## config.mk

```make
export PLATFORM = sky130hd
export DESIGN_NAME = lpf_fault_irq
export DESIGN_NICKNAME = d
export VERILOG_FILES = /design/src/logic/lpf_pkg.sv /design/src/logic/lpf_cycle_timer.sv /design/src/logic/lpf_fault_irq.sv
export SDC_FILE = /design/constraint.sdc
export NUM_CORES = 1
export LEC_CHECK = 0
export ABC_CLOCK_PERIOD_IN_PS = 2310
export BUFFER_PORTS_ARGS = -buffer_cell sky130_fd_sc_hd__buf_2
export CAP_MARGIN = 20
export CORE_MARGIN = 5
export CORE_UTILIZATION = 50
export CTS_BUF_LIST = sky130_fd_sc_hd__clkbuf_8
export DETAILED_ROUTE_END_ITERATION = 10
export HOLD_SLACK_MARGIN = 0.03
export PLACE_DENSITY_LB_ADDON = 0.15
export SETUP_SLACK_MARGIN = 0.05
export SYNTH_ARGS = -nofsm -noshare
export SYNTH_HDL_FRONTEND = slang
export SYNTH_SLANG_ARGS = --single-unit
```

## constraint.sdc

```tcl
create_clock -name clk -period 2.31 [get_ports clk]
set_clock_uncertainty 0.05 [all_clocks]
set_input_delay 0.1155 -clock clk [delete_from_list [all_inputs] [get_ports clk]]
set_output_delay 0.1155 -clock clk [all_outputs]
set_load 0.005 [all_outputs]
```

## src/logic/lpf_pkg.sv

```systemverilog
// Shared constants for the transceiver fault status and interrupt block.
// Assumes a 50 MHz system clock and a byte-addressed 32-bit register bus.
`default_nettype none

package lpf_pkg;

   // Register byte offsets
   localparam logic [4:0] OFS_TEST     = 5'h00;
   localparam logic [4:0] OFS_STATUS   = 5'h04;
   localparam logic [4:0] OFS_IRQ_EN   = 5'h08;
   localparam logic [4:0] OFS_FLAGS    = 5'h0C;
   localparam logic [4:0] OFS_CTRL     = 5'h10;
   localparam logic [4:0] OFS_FLAG_CLR = 5'h14;

   // Field positions
   localparam int BIT_DOM    = 7;  // Dominant timeout flag, enable and stuck status
   localparam int BIT_OC     = 6;  // Overcurrent flag and enable
   localparam int BIT_ENABLE = 3;  // Unit enable in the control register
   localparam int BIT_RXONLY = 2;  // Receive-only in the control register

   // Values after reset
   localparam logic [7:0] TEST_RST   = 8'h00;
   localparam logic [1:0] IRQ_EN_RST = 2'h0;
   localparam logic       ENABLE_RST = 1'b0;
   localparam logic       RXONLY_RST = 1'b0;

   // Timing, times in ns, counts rounded up to whole cycles
   localparam int CLK_PERIOD_NS  = 20;
   localparam int DOM_TIMEOUT_NS = 8000000;
   localparam int OC_MASK_NS     = 15000;
   localparam int BIT_TIME_NS    = 52000;
   localparam int DOM_TIMEOUT_CYC = (DOM_TIMEOUT_NS + CLK_PERIOD_NS - 1) / CLK_PERIOD_NS;
   localparam int OC_MASK_CYC     = (OC_MASK_NS + CLK_PERIOD_NS - 1) / CLK_PERIOD_NS;
   localparam int BIT_TIME_CYC    = (BIT_TIME_NS + CLK_PERIOD_NS - 1) / CLK_PERIOD_NS;

   localparam int TMR_W = 20;  // Wide enough for the dominant timeout

   typedef enum logic {BUS_IDLE, BUS_ANSWER} lpf_bus_state_e;

endpackage

`default_nettype wire

```

## src/logic/lpf_cycle_timer.sv

```systemverilog
// Saturating cycle timer: counts while run is high, restarts when it drops.
// Assumes run is synchronous to clk; done is combinational from the count.
`default_nettype none

module lpf_cycle_timer
   import lpf_pkg::*;
#(
   parameter int unsigned LIMIT = 1
) (
   input  wire logic clk,    // System clock
   input  wire logic reset,  // Synchronous reset, active high
   input  wire logic ce,     // Clock enable, freezes the count when low
   input  wire logic run,    // Condition being timed
   output logic      done    // Condition has held for LIMIT cycles
);

   logic [TMR_W-1:0] cnt_q;

   // Count stops at the limit so it never wraps during a long fault
   always_ff @(posedge clk) begin
      if (reset) begin
         cnt_q <= '0;
      end else if (ce) begin
         if (!run) begin
            cnt_q <= '0;
         end else if (!done) begin
            cnt_q <= cnt_q + 1'b1;
         end
      end
   end

   assign done = run && (cnt_q >= LIMIT[TMR_W-1:0]);

endmodule

`default_nettype wire

```

## src/logic/lpf_fault_irq.sv

```systemverilog
// Fault detection, flags and interrupt request for a LIN transceiver,
// with an Avalon-MM register slave. Assumes all inputs synchronous to clk.
//
// Behaviour
// - Factory test register always readable, writable only in special mode.
// - Status register is read-only; writes are ignored.
// - Status bit 7 is 1 while transmit input stays dominant after timeout.
// - While stuck dominant, transmitter stays off and timeout flag re-sets.
// - Interrupt enable register is readable and writable at any time.
// - Timeout flag with enable bit 7 raises the interrupt request.
// - Overcurrent flag with enable bit 6 raises the interrupt request.
// - Flags readable; writing 1 clears a flag, writing 0 does nothing.
// - Input still dominant after timeout limit sets flag 7, disables transmitter.
// - Clearing timeout flag while still dominant keeps transmitter off, re-sets flag.
// - Overcurrent sets flag 6 and disables the transmitter.
// - Clearing overcurrent flag during fault or dominant input re-sets it.
// - Both requests merge into one interrupt line.
// - Overcurrent inside the mask window after a falling edge only limits current.
// - Overcurrent clear needs one quiet bit time before transmitter returns.
`default_nettype none

module lpf_fault_irq
   import lpf_pkg::*;
#(
   parameter int unsigned DOM_LIMIT = DOM_TIMEOUT_CYC  // Dominant timeout in cycles
) (
   input  wire logic        clk,               // 50 MHz system clock
   input  wire logic        reset,             // Synchronous reset, active high
   input  wire logic        ce,                // Clock enable, freezes all state
   input  wire logic [4:0]  address,           // Avalon byte address
   input  wire logic        read,              // Avalon read request
   input  wire logic        write,             // Avalon write request
   input  wire logic [31:0] writedata,         // Avalon write data
   input  wire logic [3:0]  byteenable,        // Avalon byte lanes
   output logic [31:0]      readdata,          // Avalon read data
   output logic             waitrequest,       // Avalon stall
   input  wire logic        specialMode,       // Chip in special test mode
   input  wire logic        phyTransmitInput,  // Transmit input, 0 is dominant
   input  wire logic        overcurrentDetect, // Driver overcurrent comparator
   output logic             txDisable,         // Transmitter shut down
   output logic             currentLimit,      // Driver current limiting active
   output logic [7:0]       factoryTestBits,   // Factory test register contents
   output logic             phyCombinedIrq     // Level interrupt request
);

   lpf_bus_state_e busState_q;
   logic [31:0]    readdata_q;
   logic [7:0]     test_q;
   logic [1:0]     irqEn_q;           // [1] timeout, [0] overcurrent
   logic           enable_q;
   logic           rxOnly_q;
   logic           domFlag_q;
   logic           ocFlag_q;
   logic           stuck_q;
   logic           domDone_q;
   logic           request;
   logic           wrAcc;
   logic           domClr;
   logic           ocClr;
   logic           monitorActive;
   logic           domDone;
   logic           maskDone;
   logic           quietOk;
   logic           domExpire;
   logic           inMask;
   logic           ocEvent;
   logic           domSet;
   logic           ocSet;
   logic [7:0]     readMux;

   // Bus handshake: one stall cycle, answer on the second
   assign request     = read || write;
   assign waitrequest = request && (busState_q == BUS_IDLE || !ce);
   assign wrAcc       = write && busState_q == BUS_ANSWER && ce && byteenable[0];
   assign readdata    = readdata_q;

   // Flag clears, from the W1C flag register or its write-only alias
   assign domClr = wrAcc && (address == OFS_FLAGS || address == OFS_FLAG_CLR)
                   && writedata[BIT_DOM];
   assign ocClr  = wrAcc && (address == OFS_FLAGS || address == OFS_FLAG_CLR)
                   && writedata[BIT_OC];

   // Bus state
   always_ff @(posedge clk) begin
      if (reset) begin
         busState_q <= BUS_IDLE;
      end else if (ce) begin
         unique case (busState_q)
            BUS_IDLE: begin
               if (request) begin
                  busState_q <= BUS_ANSWER;
               end
            end
            BUS_ANSWER: begin
               busState_q <= BUS_IDLE;
            end
         endcase
      end
   end

   // Read mux; unmapped and write-only offsets read as zero
   always_comb begin
      readMux = 8'h00;
      unique case (address)
         OFS_TEST:   readMux = test_q;
         OFS_STATUS: readMux[BIT_DOM] = stuck_q;
         OFS_IRQ_EN: readMux[BIT_DOM:BIT_OC] = irqEn_q;
         OFS_FLAGS:  readMux[BIT_DOM:BIT_OC] = {domFlag_q, ocFlag_q};
         OFS_CTRL: begin
            readMux[BIT_ENABLE] = enable_q;
            readMux[BIT_RXONLY] = rxOnly_q;
         end
         default:    readMux = 8'h00;
      endcase
   end

   // Read data is captured in the stall cycle so it stands at the answer edge
   always_ff @(posedge clk) begin
      if (reset) begin
         readdata_q <= 32'h00000000;
      end else if (ce && busState_q == BUS_IDLE && read) begin
         readdata_q <= {24'h000000, readMux};
      end
   end

   // Factory test register; status has no write path at all
   always_ff @(posedge clk) begin
      if (reset) begin
         test_q <= TEST_RST;
      end else if (wrAcc && address == OFS_TEST && specialMode) begin
         test_q <= writedata[7:0];
      end
   end
   assign factoryTestBits = test_q;

   // Interrupt enables and unit control
   always_ff @(posedge clk) begin
      if (reset) begin
         irqEn_q  <= IRQ_EN_RST;
         enable_q <= ENABLE_RST;
         rxOnly_q <= RXONLY_RST;
      end else if (wrAcc) begin
         if (address == OFS_IRQ_EN) begin
            irqEn_q <= writedata[BIT_DOM:BIT_OC];
         end
         if (address == OFS_CTRL) begin
            enable_q <= writedata[BIT_ENABLE];
            rxOnly_q <= writedata[BIT_RXONLY];
         end
      end
   end

   // Transmit input is watched only while the unit may actually transmit
   assign monitorActive = enable_q && !rxOnly_q;

   lpf_cycle_timer #(.LIMIT(DOM_LIMIT)) u_domTimer (
      .clk   (clk),
      .reset (reset),
      .ce    (ce),
      .run   (monitorActive && !phyTransmitInput),
      .done  (domDone)
   );

   lpf_cycle_timer #(.LIMIT(OC_MASK_CYC)) u_maskTimer (
      .clk   (clk),
      .reset (reset),
      .ce    (ce),
      .run   (!phyTransmitInput),
      .done  (maskDone)
   );

   // Quiet time: no overcurrent and input recessive or unit not transmitting
   lpf_cycle_timer #(.LIMIT(BIT_TIME_CYC)) u_quietTimer (
      .clk   (clk),
      .reset (reset),
      .ce    (ce),
      .run   (!overcurrentDetect && (phyTransmitInput || !monitorActive)),
      .done  (quietOk)
   );

   // Edge of timeout expiry, so a long fault counts once
   always_ff @(posedge clk) begin
      if (reset) begin
         domDone_q <= 1'b0;
      end else if (ce) begin
         domDone_q <= domDone;
      end
   end
   assign domExpire = domDone && !domDone_q;

   // Stuck-dominant status: held until the input returns recessive
   always_ff @(posedge clk) begin
      if (reset) begin
         stuck_q <= 1'b0;
      end else if (ce) begin
         if (phyTransmitInput) begin
            stuck_q <= 1'b0;
         end else if (domExpire) begin
            stuck_q <= 1'b1;
         end
      end
   end

   // Stuck status keeps re-setting the flag, so a clear cannot stick
   assign domSet = domExpire || stuck_q;

   // Timeout flag; set wins over a simultaneous clear
   always_ff @(posedge clk) begin
      if (reset) begin
         domFlag_q <= 1'b0;
      end else if (ce) begin
         if (domSet) begin
            domFlag_q <= 1'b1;
         end else if (domClr) begin
            domFlag_q <= 1'b0;
         end
      end
   end

   // Overcurrent just after a falling edge is the bus discharging, not a fault
   assign inMask  = !phyTransmitInput && !maskDone;
   assign ocEvent = overcurrentDetect && !inMask && monitorActive;
   // A clear before a full quiet bit time is refused by setting again
   assign ocSet   = ocEvent || (ocClr && !quietOk);

   // Overcurrent flag; set wins over a simultaneous clear
   always_ff @(posedge clk) begin
      if (reset) begin
         ocFlag_q <= 1'b0;
      end else if (ce) begin
         if (ocSet) begin
            ocFlag_q <= 1'b1;
         end else if (ocClr) begin
            ocFlag_q <= 1'b0;
         end
      end
   end

   // Driver control and interrupt; the limiter acts even inside the mask
   assign txDisable      = domFlag_q || stuck_q || ocFlag_q;
   assign currentLimit   = overcurrentDetect;
   assign phyCombinedIrq = (domFlag_q && irqEn_q[1])
                        || (ocFlag_q && irqEn_q[0]);
endmodule

`default_nettype wire

```

==> flow_summary.toml <==
[global_routing]
antenna_found_initial = 0
grt_pass1_wl_um = 14760
grt_pass1_vias = 3258
grt_max_degree = 36
grt_usage = 0.1775
grt_overflow_total = 0

[yosys]
yosys.area_share.xor_xnor = 0.004280
yosysTopAreaCell = "dfxtp_1"
muxShareOfSynthArea = 0.04433
synth_fa_ha_area_frac = 0.01834
yosysUniqueCellTypes = 52
synth_area_mm2 = 0.004093
avgSynthCellArea_um2 = 8.491
syn_inst = 482
synth-seq-cells = 85
synth_compound_area_frac = 0.1636
synth_warnings = 0
synth_top_family_by_area = "simple AND/OR/NAND/NOR gates"
ys_top_cells_by_area = "dfxtp_1 (42%), a21oi_1 (5.5%), buf_4 (4.6%)"
async_flop_share = 0
synth_flop_cell = "dfxtp_1"
ys_seq_area_frac = 0.4158
synth_edf_count = 0
synth-simple-area-share = 0.2751
synth_top_area_share = 0.4158

[critical_path]
end_kind = "flip-flop"
reg2reg_to = "u_domTimer.cnt_q[7]$_SDFFE_PP0P_"
critPathMaxFanout = 17
r2r_slack_ns = 0.15
rr_worst_depth = 6
reg2reg_from = "u_domTimer.cnt_q[7]$_SDFFE_PP0P_"
required_ns = 2.55
critPathKind = "flip-flop to flip-flop"
worstPathArrival_ns = 2.40
setup.worst_path.start_class = "flip-flop"

[clocking]
cts_max_level = 3
clk_path_buf_depth = 2
cts.sinks = 85
cts_setup_buffers = 0
cts_tree = "built"
root_buffer = "clkbuf_8"
clkLatencyLatePin_ns = 0.34
numCtsBuffers = 9
clk_pin_slew_worst_paths_ns = 0.08

[cells_and_area]
final_core_util = 0.5690
final_area_mm2 = 0.004604
area_growth_pct = 12.50
nets = 586
final_common_cell = "dfxtp_1"
antennaDiodeCount = 0
drive_gt1_frac = 0.1423
seqCellArea_mm2 = 0.001702
multi_input_area_mm2 = 0.002171
fillers = 779
most-common-layout-cells = "dfxtp_1 (85), a21oi_1 (45), nor2_1 (41), buf_2 (41), nand2_1 (35)"

[drt]
vias_per_cell = 5.621
drtPass1Iterations = 4
drc = 0
drt_wl_total_um = 8946
wire_per_inst_um = 14.00
ant_nets = 0
vias = 3592
drt_iter0_markers = 123

[timing]
drv_slew = 0
finalHoldViolCount = 0
relSlewSlack = 0.5500
fmax_mhz = 462.5
worst_pin_slew_ns = 0.6726
finalSetupViolCount = 0
rsz0062_at_grt = "no"
tns_ns = 0
finalCritPeriodShare = 0.9361
final.min_clock_period_ns = 2.162

[placement]
hpwl_um = 6376
io_buffers = 41
placed_cell_area_mm2 = 0.004333
gp_congestion = 0.7997

[power]
switching_share = 0.2255
pwr-share-comb = 0.061
power_mw = 2.626
power_density_mw_per_mm2 = 570.2
p_int_mw = 2.033
pwr-share-seq = 0.561
power.leakage_nw = 1.706
clockPowerShare = 0.378
p_sw_uw = 592.1
ir_drop_mv = 0.3024

[die]
std_cell_rows = 33
pin_count = 93
die_h_um = 100.5
die_x_um = 100.5
coreArea_mm2 = 0.008093
dieArea_mm2 = 0.01009
start_util = 0.5057

[run]
maxCapViolations = 0

[worst_hold_path]
hold_path_end = "u_quietTimer.cnt_q[1]$_SDFFE_PP0P_"
hp-class = "input pin to flip-flop"
min_path_cells = 4
hold_start = "overcurrentDetect"

[outcome]
outcome = "finished, final reports clean"
-- worst max-delay path, stage by stage (launching register included) --
cell and delay, ns:
dfxtp_1 0.36, o21a_1 0.19, o21ai_0 0.39, a32oi_4 0.30, buf_4 0.27, or4_1 0.47
nand2_1 0.07
-- state kept, by name (all words and copies together), names as in the netlist --
signal,flops
busState_q,1
domDone_q,1
domFlag_q,1
enable_q,1
factoryTestBits,8
irqEn_q,2
ocFlag_q,1
readdata,8
rxOnly_q,1
stuck_q,1
u_domTimer.cnt_q,20
u_maskTimer.cnt_q,20
u_quietTimer.cnt_q,20
-- logic make-up after synthesis --
logic type               after synthesis
multiplexers                          16
buffers and inverters                 58
other                                  1
adder cells (fa/ha/maj)                6
flip-flops                            85
AND/OR/NAND/NOR                      205
XOR/XNOR                               2
AO/OA/AOI/OAI                        109
-- worst max path at each step --
stage,end,from,cells past startpoint,slack [ns]
final,u_domTimer.cnt_q[7]$_SDFFE_PP0P_,u_domTimer.cnt_q[7]$_SDFFE_PP0P_,6,0.15
after global routing,u_domTimer.cnt_q[3]$_SDFFE_PP0P_,u_domTimer.cnt_q[7]$_SDFFE_PP0P_,6,0.04
after CTS,u_domTimer.cnt_q[7]$_SDFFE_PP0P_,u_domTimer.cnt_q[14]$_SDFFE_PP0P_,6,0.11
after detailed placement,u_domTimer.cnt_q[3]$_SDFFE_PP0P_,u_domTimer.cnt_q[14]$_SDFFE_PP0P_,6,0.14
after global placement,u_domTimer.cnt_q[5]$_SDFFE_PP0P_,u_domTimer.cnt_q[14]$_SDFFE_PP0P_,6,0.16
after floorplan,u_maskTimer.cnt_q[5]$_SDFFE_PP0P_,u_maskTimer.cnt_q[0]$_SDFFE_PP0P_,8,0.45
-- final cells by class --
type                    count  share of cell area
clock inverters             4            0.009239
clock buffers              10             0.02989
repair buffers             61             0.08152
flip-flops and latches     85              0.3696
inverters                  12            0.009783
multi-input cells         362              0.4715
well taps                 105             0.02853
-- power groups by stage --
stage,combinational (mW),sequential (mW),clock (mW)
finish,0.160,1.47,0.992
global route,0.177,1.47,1.08
CTS,0.158,1.47,1.02
global placement,0.144,1.51,0
floorplan,0.121,1.51,0
detailed placement,0.146,1.51,0
-- synthesized netlist by cell type, drive strengths merged, types with 2 or more instances --
master  instances
dfxtp          85
a21oi          45
nor2           41
nand2          35
buf            31
nand3          24
or3            24
o21ai          22
and2           16
clkbuf         15
or4            15
inv            12
mux2i          11
nand4          11
and3            9
nor4            8
o31ai           8
nor3            7
ha              6
o211ai          6
a211oi          4
a22oi           4
and4            4
mux2            4
a22o            3
a31oi           3
o21a            3
a21o            2
a41oi           2
nand2b          2
nand3b          2
nor3b           2
o21bai          2
xnor2           2
-- timing repair --
item	in CTS	in global routing
setup endpoints to repair	0	6
hold buffers	8	0
resized for setup	0	1
endpoints found under the hold margin	12	0
-- layer usage --
layer | part of all wire | GRT usage
met3 | 0.041 | 0.03253
met5 | 0 | 0
met1 | 0.45 | 0.2233
met2 | 0.49 | 0.2956
met4 | 0.016 | 0.08083
-- through the flow --
step	instances	hold WS (ns)	setup WS [ns]
final	639	0.1032	0.1477
after CTS	639	0.09068	0.1126
after global routing	639	0.1107	0.03798
after floorplan	505	0.2127	0.4492
after global placement	617	0.3005	0.1607
after detailed placement	617	0.3085	0.1377
Note: power is estimated with default switching activity, not from simulation.
